### src/hdl/homing_pkg.sv
/*
 Constants for the homing reference sequencer: register indices, field
 positions, reset values, method codes and timing figures.
 Assumes a 5 ns clock period (CLK_NS) for its timing figures.
*/
package homing_pkg;
   localparam int unsigned ADDR_W = 4;
   // Register indices.
   localparam logic [3:0] A_CTRL    = 4'h0;
   localparam logic [3:0] A_METHOD  = 4'h1;
   localparam logic [3:0] A_SPD_SW  = 4'h2;
   localparam logic [3:0] A_SPD_IDX = 4'h3;
   localparam logic [3:0] A_ACCEL   = 4'h4;
   localparam logic [3:0] A_REFPOS  = 4'h5;
   localparam logic [3:0] A_OFFSET  = 4'h6;
   localparam logic [3:0] A_DIST    = 4'h7;
   localparam logic [3:0] A_STATUS  = 4'h8;
   localparam logic [3:0] A_EVENTS  = 4'h9;
   localparam logic [3:0] A_MASK    = 4'hA;
   localparam logic [3:0] A_ORIGIN  = 4'hB;
   // Control register bits.
   localparam int unsigned C_START = 0;
   localparam int unsigned C_HALT  = 1;
   // Status register bits.
   localparam int unsigned S_BUSY  = 0;
   localparam int unsigned S_VALID = 1;
   localparam int unsigned S_ABORT = 2;
   // Event bits.
   localparam int unsigned E_DONE  = 0;
   localparam int unsigned E_ABORT = 1;
   localparam int unsigned EV_W    = 2;
   // Method codes; the legal range and the groups within it.
   localparam logic [7:0] M_MIN      = 8'h01;
   localparam logic [7:0] M_MAX      = 8'h23;
   localparam logic [7:0] M_LIM_NEG  = 8'h01;
   localparam logic [7:0] M_LIM_POS  = 8'h02;
   localparam logic [7:0] M_LIM_NEGD = 8'h11;
   localparam logic [7:0] M_LIM_POSD = 8'h12;
   localparam logic [7:0] M_REF_DIST = 8'h13;
   localparam logic [7:0] M_REF_LAST = 8'h1E;
   localparam logic [7:0] M_IDX_NEG  = 8'h21;
   localparam logic [7:0] M_IDX_POS  = 8'h22;
   localparam logic [7:0] M_SET      = 8'h23;
   // Reset value of the motion speeds, in 0.1 rpm steps, and of the acceleration.
   localparam logic [15:0] SPD_SW_RST  = 16'h03E8;
   localparam logic [15:0] SPD_IDX_RST = 16'h0064;
   localparam logic [15:0] ACCEL_RST   = 16'h1000;
   // Standstill must hold this long before a sequence may end.
   localparam int unsigned STILL_NS = 1000;
   localparam int unsigned CLK_NS   = 5;
   localparam int unsigned STILL_CYC = (STILL_NS + CLK_NS - 1) / CLK_NS;

   typedef enum logic [2:0] {
      ST_IDLE  = 3'b000,
      ST_SEEK  = 3'b001,
      ST_STOP  = 3'b011,
      ST_BACK  = 3'b010,
      ST_FINAL = 3'b110,
      ST_SETTL = 3'b111,
      ST_ABORT = 3'b101
   } hstate_e;
endpackage : homing_pkg

### src/hdl/homing_reference_sequencer.sv
/*
 Homing reference sequencer with its register slave and interrupt logic.
 Assumes switch, index and standstill inputs synchronous to clk, and a
 motion profiler downstream that ramps the velocity command it is given.
*/
`timescale 1ns/1ps
`default_nettype none
module homing_reference_sequencer #(
   parameter int unsigned POS_W = 32
) (
   input  wire logic                 clk,
   input  wire logic                 nrst,
   input  wire logic                 ce,
   input  wire logic [3:0]           addr,
   input  wire logic [31:0]          wdata,
   input  wire logic                 wr,
   input  wire logic                 rd,
   output logic      [31:0]          rdata,
   output logic                      irq,
   input  wire logic                 lim_neg,
   input  wire logic                 lim_pos,
   input  wire logic                 ref_sw,
   input  wire logic                 index_pulse,
   input  wire logic                 standstill,
   input  wire logic                 quick_stop,
   input  wire logic                 fault,
   input  wire logic [POS_W-1:0]     act_pos,
   output logic                      move_en,
   output logic                      move_dir,
   output logic      [15:0]          move_speed,
   output logic      [15:0]          move_accel,
   output logic                      pos_load,
   output logic      [POS_W-1:0]     pos_load_val,
   output logic      [POS_W-1:0]     origin,
   output logic                      homed
);
   // Positions wider than the bus word could not be read back in one go.
   if (POS_W < 16 || POS_W > 32) begin : g_bad_pos_w
      $error("POS_W must be 16..32");
   end

   localparam int unsigned EV_W_L = homing_pkg::EV_W;
   homing_pkg::hstate_e st_q, st_d;
   logic [7:0]       method_q;
   logic [15:0]      spd_sw_q, spd_idx_q, accel_q;
   logic [POS_W-1:0] refpos_q, offset_q, dist_q, mark_q, origin_q;
   logic             valid_q, abort_q, halt_q, dir_q;
   logic [EV_W_L-1:0] ev_q, mask_q;
   logic [9:0]       still_q;
   logic [31:0]      rdata_q;

   function automatic logic in_rng(input logic [7:0] m, input logic [7:0] lo,
                                   input logic [7:0] hi);
      in_rng = (m >= lo) && (m <= hi);
   endfunction : in_rng

   wire wr_ctrl  = wr && addr == homing_pkg::A_CTRL;
   wire start    = ce && wr_ctrl && wdata[homing_pkg::C_START];
   wire legal    = in_rng(method_q, homing_pkg::M_MIN, homing_pkg::M_MAX);
   wire is_lim   = in_rng(method_q, homing_pkg::M_LIM_NEG,
                          homing_pkg::M_LIM_POSD);
   wire is_ref   = in_rng(method_q, homing_pkg::M_REF_DIST,
                          homing_pkg::M_REF_LAST);
   wire is_set   = method_q == homing_pkg::M_SET;
   // Odd codes search in the negative direction, even codes positive.
   wire neg_dir  = method_q[0];
   wire use_dist = method_q == homing_pkg::M_LIM_NEGD ||
                   method_q == homing_pkg::M_LIM_POSD ||
                   method_q == homing_pkg::M_REF_DIST;
   wire sw_hit   = is_lim ? (neg_dir ? lim_neg : lim_pos) : ref_sw;
   wire stop_req = halt_q || quick_stop || fault;
   wire [POS_W-1:0] travel = act_pos - mark_q;
   wire dist_done = (dir_q ? (mark_q - act_pos) : travel) >= dist_q;
   wire still_ok = standstill && still_q >= 10'(homing_pkg::STILL_CYC);
   wire busy     = st_q != homing_pkg::ST_IDLE;
   wire [EV_W_L-1:0] ev_set;
   wire rd_ev    = ce && rd && addr == homing_pkg::A_EVENTS;

   assign ev_set[homing_pkg::E_DONE]  = st_q == homing_pkg::ST_SETTL &&
                                        still_ok && ce;
   assign ev_set[homing_pkg::E_ABORT] = st_q == homing_pkg::ST_ABORT &&
                                        still_ok && ce;

   always_comb begin
      st_d = st_q;
      case (st_q)
         homing_pkg::ST_IDLE:
            if (start && legal) begin
               st_d = is_set ? homing_pkg::ST_SETTL :
                      (is_lim || is_ref) ? homing_pkg::ST_SEEK :
                      homing_pkg::ST_FINAL;
            end
         homing_pkg::ST_SEEK:
            if (sw_hit) begin
               st_d = homing_pkg::ST_STOP;
            end
         homing_pkg::ST_STOP:
            if (standstill) begin
               st_d = homing_pkg::ST_BACK;
            end
         homing_pkg::ST_BACK:
            if (!sw_hit) begin
               st_d = homing_pkg::ST_FINAL;
            end
         homing_pkg::ST_FINAL:
            if (use_dist ? dist_done : index_pulse) begin
               st_d = homing_pkg::ST_SETTL;
            end
         homing_pkg::ST_SETTL:
            if (still_ok) begin
               st_d = homing_pkg::ST_IDLE;
            end
         homing_pkg::ST_ABORT:
            if (still_ok) begin
               st_d = homing_pkg::ST_IDLE;
            end
         default: st_d = homing_pkg::ST_IDLE;
      endcase
      // A stop cause that is still held must not keep the stop from
      // ending once the motor has come to rest.
      if (busy && st_q != homing_pkg::ST_SETTL &&
          st_q != homing_pkg::ST_ABORT && stop_req) begin
         st_d = homing_pkg::ST_ABORT;
      end
   end

   always_ff @(posedge clk or negedge nrst) begin
      if (!nrst) begin
         st_q <= homing_pkg::ST_IDLE;
      end else if (ce) begin
         st_q <= st_d;
      end
   end

   // Standstill is counted so that a brief zero crossing is not taken
   // as the end of the move.
   always_ff @(posedge clk or negedge nrst) begin
      if (!nrst) begin
         still_q <= '0;
      end else if (ce) begin
         still_q <= (!standstill || st_d != st_q) ? '0 :
                    still_ok ? still_q : still_q + 10'h001;
      end
   end

   always_ff @(posedge clk or negedge nrst) begin
      if (!nrst) begin
         mark_q <= '0;
         dir_q  <= 1'b0;
      end else if (ce && st_q != homing_pkg::ST_FINAL &&
                   st_d == homing_pkg::ST_FINAL) begin
         mark_q <= act_pos;
         dir_q  <= is_lim || is_ref ? ~neg_dir : neg_dir;
      end
   end

   // Position captured at the reference point as origin; refpos_q plus the offset is loaded.
   wire capture = ce && st_q != homing_pkg::ST_SETTL &&
                  st_d == homing_pkg::ST_SETTL;
   always_ff @(posedge clk or negedge nrst) begin
      if (!nrst) begin
         valid_q  <= 1'b0;
         origin_q <= '0;
         pos_load <= 1'b0;
         pos_load_val <= '0;
      end else if (ce) begin
         pos_load <= capture;
         if (capture) begin
            pos_load_val <= refpos_q + offset_q;
            origin_q <= act_pos;
            valid_q <= 1'b0;
         end else if (st_q == homing_pkg::ST_SETTL && still_ok) begin
            valid_q <= 1'b1;
         end else if (start) begin
            valid_q <= 1'b0;
         end
      end
   end

   always_ff @(posedge clk or negedge nrst) begin
      if (!nrst) begin
         abort_q <= 1'b0;
      end else if (ce) begin
         if (st_d == homing_pkg::ST_ABORT) begin
            abort_q <= 1'b1;
         end else if (start) begin
            abort_q <= 1'b0;
         end
      end
   end

   // Motion command; the profiler ramps it with the homing acceleration.
   always_comb begin
      move_en  = st_q == homing_pkg::ST_SEEK ||
                 st_q == homing_pkg::ST_BACK ||
                 st_q == homing_pkg::ST_FINAL;
      // High means a negative move; the return leg runs against the seek.
      move_dir = st_q == homing_pkg::ST_SEEK ? neg_dir :
                 st_q == homing_pkg::ST_BACK ? ~neg_dir : dir_q;
      move_speed = st_q == homing_pkg::ST_FINAL ? spd_idx_q : spd_sw_q;
   end
   assign move_accel = accel_q;
   assign origin = origin_q;
   assign homed  = valid_q;

   always_ff @(posedge clk or negedge nrst) begin
      if (!nrst) begin
         method_q  <= homing_pkg::M_MIN;
         spd_sw_q  <= homing_pkg::SPD_SW_RST;
         spd_idx_q <= homing_pkg::SPD_IDX_RST;
         accel_q   <= homing_pkg::ACCEL_RST;
         refpos_q  <= '0;
         offset_q  <= '0;
         dist_q    <= '0;
         mask_q    <= '0;
         halt_q    <= 1'b0;
      end else if (ce && wr) begin
         case (addr)
            homing_pkg::A_CTRL:    halt_q    <= wdata[homing_pkg::C_HALT];
            homing_pkg::A_METHOD:  method_q  <= wdata[7:0];
            homing_pkg::A_SPD_SW:  spd_sw_q  <= wdata[15:0];
            homing_pkg::A_SPD_IDX: spd_idx_q <= wdata[15:0];
            homing_pkg::A_ACCEL:   accel_q   <= wdata[15:0];
            homing_pkg::A_REFPOS:  refpos_q  <= wdata[POS_W-1:0];
            homing_pkg::A_OFFSET:  offset_q  <= wdata[POS_W-1:0];
            homing_pkg::A_DIST:    dist_q    <= wdata[POS_W-1:0];
            homing_pkg::A_MASK:    mask_q    <= wdata[EV_W_L-1:0];
            default: ;
         endcase
      end
   end

   // A new event in the reading cycle survives the clear.
   always_ff @(posedge clk or negedge nrst) begin
      if (!nrst) begin
         ev_q <= '0;
      end else if (ce) begin
         ev_q <= (rd_ev ? '0 : ev_q) | ev_set;
      end
   end
   assign irq = |(ev_q & mask_q);

   wire [31:0] stat = {29'h0, abort_q, valid_q, busy};
   always_ff @(posedge clk or negedge nrst) begin
      if (!nrst) begin
         rdata_q <= '0;
      end else if (ce) begin
         case (addr)
            homing_pkg::A_METHOD:  rdata_q <= {24'h0, method_q};
            homing_pkg::A_SPD_SW:  rdata_q <= {16'h0, spd_sw_q};
            homing_pkg::A_SPD_IDX: rdata_q <= {16'h0, spd_idx_q};
            homing_pkg::A_ACCEL:   rdata_q <= {16'h0, accel_q};
            homing_pkg::A_REFPOS:  rdata_q <= 32'(refpos_q);
            homing_pkg::A_OFFSET:  rdata_q <= 32'(offset_q);
            homing_pkg::A_DIST:    rdata_q <= 32'(dist_q);
            homing_pkg::A_STATUS:  rdata_q <= stat;
            homing_pkg::A_EVENTS:  rdata_q <= 32'(ev_q);
            homing_pkg::A_MASK:    rdata_q <= 32'(mask_q);
            homing_pkg::A_ORIGIN:  rdata_q <= 32'(origin_q);
            default:               rdata_q <= '0;
         endcase
      end
   end
   assign rdata = rdata_q;
endmodule : homing_reference_sequencer
`default_nettype wire

### config.mk
export PLATFORM = sky130hd
export DESIGN_NAME = homing_reference_sequencer
export DESIGN_NICKNAME = d
export VERILOG_FILES = /design/src/hdl/homing_pkg.sv /design/src/hdl/homing_reference_sequencer.sv
export SDC_FILE = /design/constraint.sdc
export NUM_CORES = 1
export LEC_CHECK = 0
export BUFFER_PORTS_ARGS = -buffer_cell sky130_fd_sc_hd__buf_2
export CORE_MARGIN = 2
export CORE_UTILIZATION = 48
export DETAILED_ROUTE_END_ITERATION = 10
export GPL_TIMING_DRIVEN = 0
export HOLD_SLACK_MARGIN = 0.02
export PLACE_DENSITY = 0.71
export SETUP_SLACK_MARGIN = 0.02
export SKIP_CTS_REPAIR_TIMING = 1
export SYNTH_ARGS = -nofsm -noshare
export SYNTH_HDL_FRONTEND = slang
export SYNTH_SLANG_ARGS = --single-unit
### constraint.sdc
create_clock -name clk -period 5.7 [get_ports clk]
set_clock_uncertainty 0.2 [all_clocks]
set_input_delay 0.855 -clock clk [delete_from_list [all_inputs] [get_ports clk]]
set_output_delay 0.855 -clock clk [all_outputs]
set_load 0.005 [all_outputs]
; ---- Yosys cells after proc, flatten, opt, wreduce, memory -nomap -nowiden
; Index checks and enable logic that the tools add are counted.
[totals]
register_bits = 302
elab_cells = 140
output_inout_bits = 133
[classes]
add_sub_neg = 4
bitwise = 3
n_lt_le_gt_ge = 7
n_mux = 26
n_reduce_logical = 51
n_eq_ne = 29
[ops]
columns = cell, count
row1 = case mux 32 bit (11 select lines), 1
row2 = subtractor 32 bit, 2
row3 = adder 32 bit, 1
row4 = >= comparator 32 bit, 1
row5 = 2-to-1 mux 32 bit, 1
row6 = 2-to-1 mux 3 bit, 9
row7 = AND reduction 2 bit, 13
row8 = "== test 8 x 5 -> 1 bit, second input constant", 3
row9 = logical AND 1 bit, 22
row10 = 2-to-1 mux 10 bit, 2
row11 = "== test 3 bit, second input constant", 6
row12 = case mux 3 bit (6 select lines), 1
row13 = "== test 4 x 3 -> 1 bit, second input constant", 4
row14 = "== test 4 bit, second input constant", 4
row15 = "<= comparator 8 x 5 -> 1 bit, second input constant", 2
row16 = 2-to-1 mux 16 bit, 1
row17 = "adder 10 x 1 -> 10 bit, second input constant", 1
row18 = ">= comparator 10 x 8 -> 1 bit, second input constant", 1
row19 = 2-to-1 mux 1 bit, 10
row20 = "!= test 3 bit, second input constant", 3
row21 = "== test 4 x 2 -> 1 bit, second input constant", 2
row22 = "== test 8 x 6 -> 1 bit, second input constant", 1
row23 = ">= comparator 8 x 1 -> 1 bit, second input constant", 1
row24 = ">= comparator 8 x 5 -> 1 bit, second input constant", 1
row25 = 17 further kinds, 27

; ---- Logic depth before layout (Yosys ltp)
[depth]
word_depth = 12
ltp_mapped = 26
ltp_nobuf = 23

; ---- Worst setup path before layout
; Ideal clock, no wire load.
[synth_path]
kind = in2reg
from = input act_pos[1]
to = register pos_load_val[30]
arrival_ns = 4.992
path_buffers = 3
cell_stages = 21
required_time_ns = 5.375
setup_time_ns = 0.125
setup_slack_ns = 0.383
path_cell_list = inv_1 -> ha_1 -> nor2b_1 -> o21a_1 -> o21a_1 -> o21a_1 -> nor3b_1 -> nor2_1 -> a2111oi_0 -> o31ai_1 -> xnor2_1 -> ha_1 -> nand4_1 -> o2111ai_1 -> or3b_2 -> o211ai_2 -> o2111a_1 -> buf_6 -> buf_12 -> buf_12 -> mux2_4
[synth_via]
elab_chain_cells = 10
word_cells_on_any_way = 11
classes_between = add/sub: 2 / order compare: 1 / eq/ne: 1 / mux: 5 / reduce/logical: 2
[synth_rtl]
columns = item, line_no
row1 = start: declaration, homing_reference_sequencer.sv:27  ; input wire logic [POS_W-1:0] act_pos,
row2 = subtractor 32 bit (on tied branches), "homing_reference_sequencer.sv:72, homing_reference_sequencer.sv:73"
row3 = 2-to-1 mux 32 bit *, homing_reference_sequencer.sv:73  ; wire dist_done = (dir_q ? (mark_q - act_pos) : travel) >= dist_q;
row4 = >= comparator 32 bit *, homing_reference_sequencer.sv:73
row5 = 2-to-1 mux 1 bit *, homing_reference_sequencer.sv:106  ; if (use_dist ? dist_done : index_pulse) begin
row6 = 2-to-1 mux 3 bit *, homing_reference_sequencer.sv:106
row7 = case mux 3 bit (6 select lines) *, homing_reference_sequencer.sv:86  ; case (st_q)
row8 = 2-to-1 mux 3 bit *, homing_reference_sequencer.sv:121  ; if (busy && st_q != homing_pkg::ST_SETTL &&
row9 = == test 3 bit *, homing_reference_sequencer.sv:159  ; st_d == homing_pkg::ST_SETTL;
row10 = logical AND 1 bit *, homing_reference_sequencer.sv:158  ; wire capture = ce && st_q != homing_pkg::ST_SETTL &&
row11 = AND reduction 2 bit (no source line) *, --
row12 = end signal: assignment, homing_reference_sequencer.sv:169  ; pos_load_val <= refpos_q + offset_q;
row13 = end: declaration, homing_reference_sequencer.sv:33  ; output logic [POS_W-1:0] pos_load_val,
; Every way passes the cells marked *; elsewhere a longest branch is shown, timed or not.
; A chain may end at the register's enable or synchronous reset.

; ---- Final worst setup path
[layout_path]
from = input act_pos[0]
to = register pos_load_val[5]
; Same word-level chain as after synthesis.

==> metrics.md <==
| Metric | Value |
|---|---|
| Slew @ Worst Pin | `0.8827 ns` |
| Die width | `approximately 200 µm` |
| Ys flop type | `dfrtp_1` |
| CTS sink count | `between 300 and 400` |
| Vias in the first global route | `15.87k` |
| Die Area | `roughly 0.040 mm²` |
| Syn Area/Cell | `around 10 µm²` |
| CTS clock-pin slew for the worst setup and hold paths | `about 0.05 ns` |
| Detailed Routing Iterations Pass 1 | `5` |
| TritonCTS Buffers | `36` |
| Routed WL per cell | `between 20 and 25 µm` |
| Worst Path Arrival | `~5.8 ns` |
| Warnings from Yosys | `0` |
| Synthesized net count | `between 2k and 2.5k` |
| Layout cell share with drive strength beyond 1 | `around a quarter` |
| Layout area overhead | `17.18%` |
| Cells on worst reg2reg path | `25` |
| Critical path class | `input port to flip-flop` |
| Largest net degree at the start of global routing | `between 100 and 150` |
| CTS tree | `yes` |
| GRT Residual Overflow | `0` |
| Post-Syn Instances | `~1.8k` |
| Startpoint types | `input port` |
| Post-Route WL | `59.81 mm` |
| FFs w/ async S/R, synth | `between 90% and 100%` |
| CP endpoint kind | `flip-flop` |
| Post-synth top area share | `~40%` |
| DRC viols | `0` |
| GRT Total Usage | `about 30%` |
| Distinct cells, synth | `81` |
| Main combinational cell family by area after synthesis | `compound AO/OA/AOI/OAI gates` |
| Post-Synth XOR/XNOR Area | `under 10%` |
| Multiplexer share of the synthesized area | `around an eighth` |
| RSZ-0062 raised after global routing | `no` |
| CTS max path bufs | `3` |
| Final worst path period share | `97.16%` |
| Final instance area | `roughly 0.022 mm²` |
| Die Span Y | `~200 µm` |
| Fmax | `180.6 MHz` |
| Static leakage | `approximately 0.010 µW` |
| Hold Crit Class | `input port to asynchronous set/reset pin` |
| Min cycle time layout | `~5.5 ns` |
| Final Hold Vio Count | `0` |
| Post-Synth Adder-Cell Area | `a little under a tenth` |
| Core Box Area | `around 0.038 mm²` |
| Run status | `complete, no violations` |
| Vias | `roughly 16k` |
| Setup violators final | `0` |
| Initial antenna violation count | `4` |
| Fin worst setup slack | `~0.16 ns` |
| Slew Limit Headroom | `between 40% and 50%` |
| Count leader, synth | `dfrtp_1` |
| RD Place Congestion | `slightly below 1` |
| Post-Synth Simple-Gate Area | `8.916%` |
| Complex-gate fraction of the synthesized area | `about a fifth` |
| Clock network latency to the later pin of the worst-skew pair | `around 0.56 ns` |
| Seq/Total Area, Yosys | `roughly 41%` |
| Crit Path Max Fanout | `10` |
| Power per cell area | `between 400 and 500 mW/mm²` |
| Post-DP HPWL | `46.28 mm` |
| Hold Slack | `around 0.16 ns` |
| Post-DP Area | `approximately 0.020 mm²` |
| Root buf cell | `clkbuf_16` |
| Final ANT Viol Nets | `0` |
| Worst EP required | `approximately 5.9 ns` |
| Fin Setup TNS | `0 ns` |
| IO Port Bufs | `roughly 210` |
| Pre-CTS setup slack | `-1.443 ns` |
| Site row count | `71` |
| Post-Syn Area | `0.01850 mm²` |
| Most area-consuming cells after synthesis | `dfrtp_1 (39%), mux2_2 (12%), ha_1 (8.8%)` |
| Initial core utilization | `between 40% and 50%` |
| Top post-synthesis cells by count | `dfrtp_1 (291), mux2_2 (203), nand2_1 (146)` |
| Max Slew Vio Count | `0` |
| First-pass GRT wire length | `~92 mm` |
| EDFF count, synth | `0` |
| Initial DRC Count | `~1.3k` |
| # IOs | `~210` |
| Final Util | `approximately 57%` |
| Max-cap violations | `0` |
| #FFs+latches synth | `between 300 and 400` |
| # H-tree levels | `2` |
| Final #Nets | `around 2.3k` |
| Largest area contributor in the netlist | `dfrtp_1` |
| Drt via density | `5.986` |
| Worst vdd ir | `around 0.00033 V` |
[worst max-delay path: stages]
cell,delay (ns)
buf_2,0.13
inv_1,0.08
ha_1,0.17
inv_1,0.07
fa_1,0.38
nand3_1,0.11
nand2_2,0.11
a211oi_4,0.36
nor4_4,0.11
o21ai_2,0.19
o211ai_1,0.15
a221oi_2,0.37
buf_4,0.19
o41ai_4,0.06
xnor2_1,0.26
ha_1,0.20
a21oi_1,0.06
nor2b_1,0.10
o21ai_0,0.08
o2111ai_1,0.10
or3b_4,0.42
o211ai_4,0.15
o2111a_2,0.32
buf_12,0.16
buf_6,0.20
mux2_2,0.36
[cells by family after synthesis]
kind of cell,Yosys count
AOI/OAI and AO/OA,539
xor gates and xnor gates,57
adders and majority gates,133
buffers and inverters,235
DFF,302
muxes,220
and+or+nand+nor,349
[registers in the layout (all words and copies together), names as in the netlist, 2 cells and up]
signal and flops:
ev_q 2, spd_sw_q 16, spd_idx_q 16, mark_q 32
move_accel 16, dist_q 32, pos_load_val 32, rdata 32
offset_q 32, mask_q 2, method_q 8, origin 32
still_q 10, st_q 3, refpos_q 32
[per-layer routing]
layer  global-route usage [%]  part of all wire, %
met1                    39.29                   42
met2                    46.55                   46
met3                    4.523                  6.8
met4                    15.50                  5.4
met5                        0                    0
[metrics by stage]
| step | cells | total power [µW] |
|---|---|---|
| 6_report | 2627 | 10420 |
| 5_1_grt | 2627 | 11120 |
| 4_1_cts | 2621 | 10190 |
| 3_5_place_dp | 2557 | 7837 |
| 3_3_place_gp | 2555 | 7672 |
| 2_1_floorplan | 1835 | 6257 |
[cell usage in the layout, fill, tap and decap left out, types with 16 or more instances in the layout]
cell type,Yosys,routed
a21o_1,56,56
a21oi_1,100,100
a221oi_1,27,26
a22o_1,27,27
a22oi_1,32,32
a31oi_1,16,16
and3_1,20,20
buf_2,12,217
clkbuf_1,74,76
clkbuf_16,0,37
dfrtp_1,291,291
ha_1,130,129
inv_1,128,128
mux2_2,203,203
nand2_1,146,145
nand3_1,22,22
nand4_1,22,22
nor2_1,70,69
o211ai_1,16,16
o21ai_0,129,124
o2bb2ai_1,26,26
xnor2_1,36,35
xor2_1,21,21
[power by group]
part	switching [µW]	leakage [µW]	total, µW	internal, µW
logic	2740	0.00599	4840	2100
clock network	953	0.000588	2320	1370
registers	539	0.00384	3260	2720
total	4230	0.0104	10400	6190
[path summary, 6_finish.rpt]
| path | slack (ns) | endpoint | start |
|---|---|---|---|
| setup / recovery | 0.16 | pos_load_val[5] | act_pos[0] |
| hold / removal | 0.16 | mask_q[0] | nrst |
| setup reg to reg | 0.19 | pos_load_val[5] | mark_q[0] |
| hold reg to reg | 0.28 | rdata[8] | rdata[8] |
| max in group asynchronous | 4.04 | offset_q[20] | nrst |
| min in group clk | 0.28 | rdata[8] | rdata[8] |
[final cells by class]
type | count | area [µm²]
Fill cell | 3331 | 16170
Multi-Input combinational cell | 1298 | 10110
Sequential cell | 302 | 7571
Timing Repair Buffer | 219 | 1189
Clock buffer | 52 | 1041
Tap cell | 511 | 639.4
Buffer | 100 | 489.2
Inverter | 129 | 484.2
Clock inverter | 12 | 143.9
Antenna cell | 4 | 10.01
No activity file was read; power rests on OpenSTA's default activity.
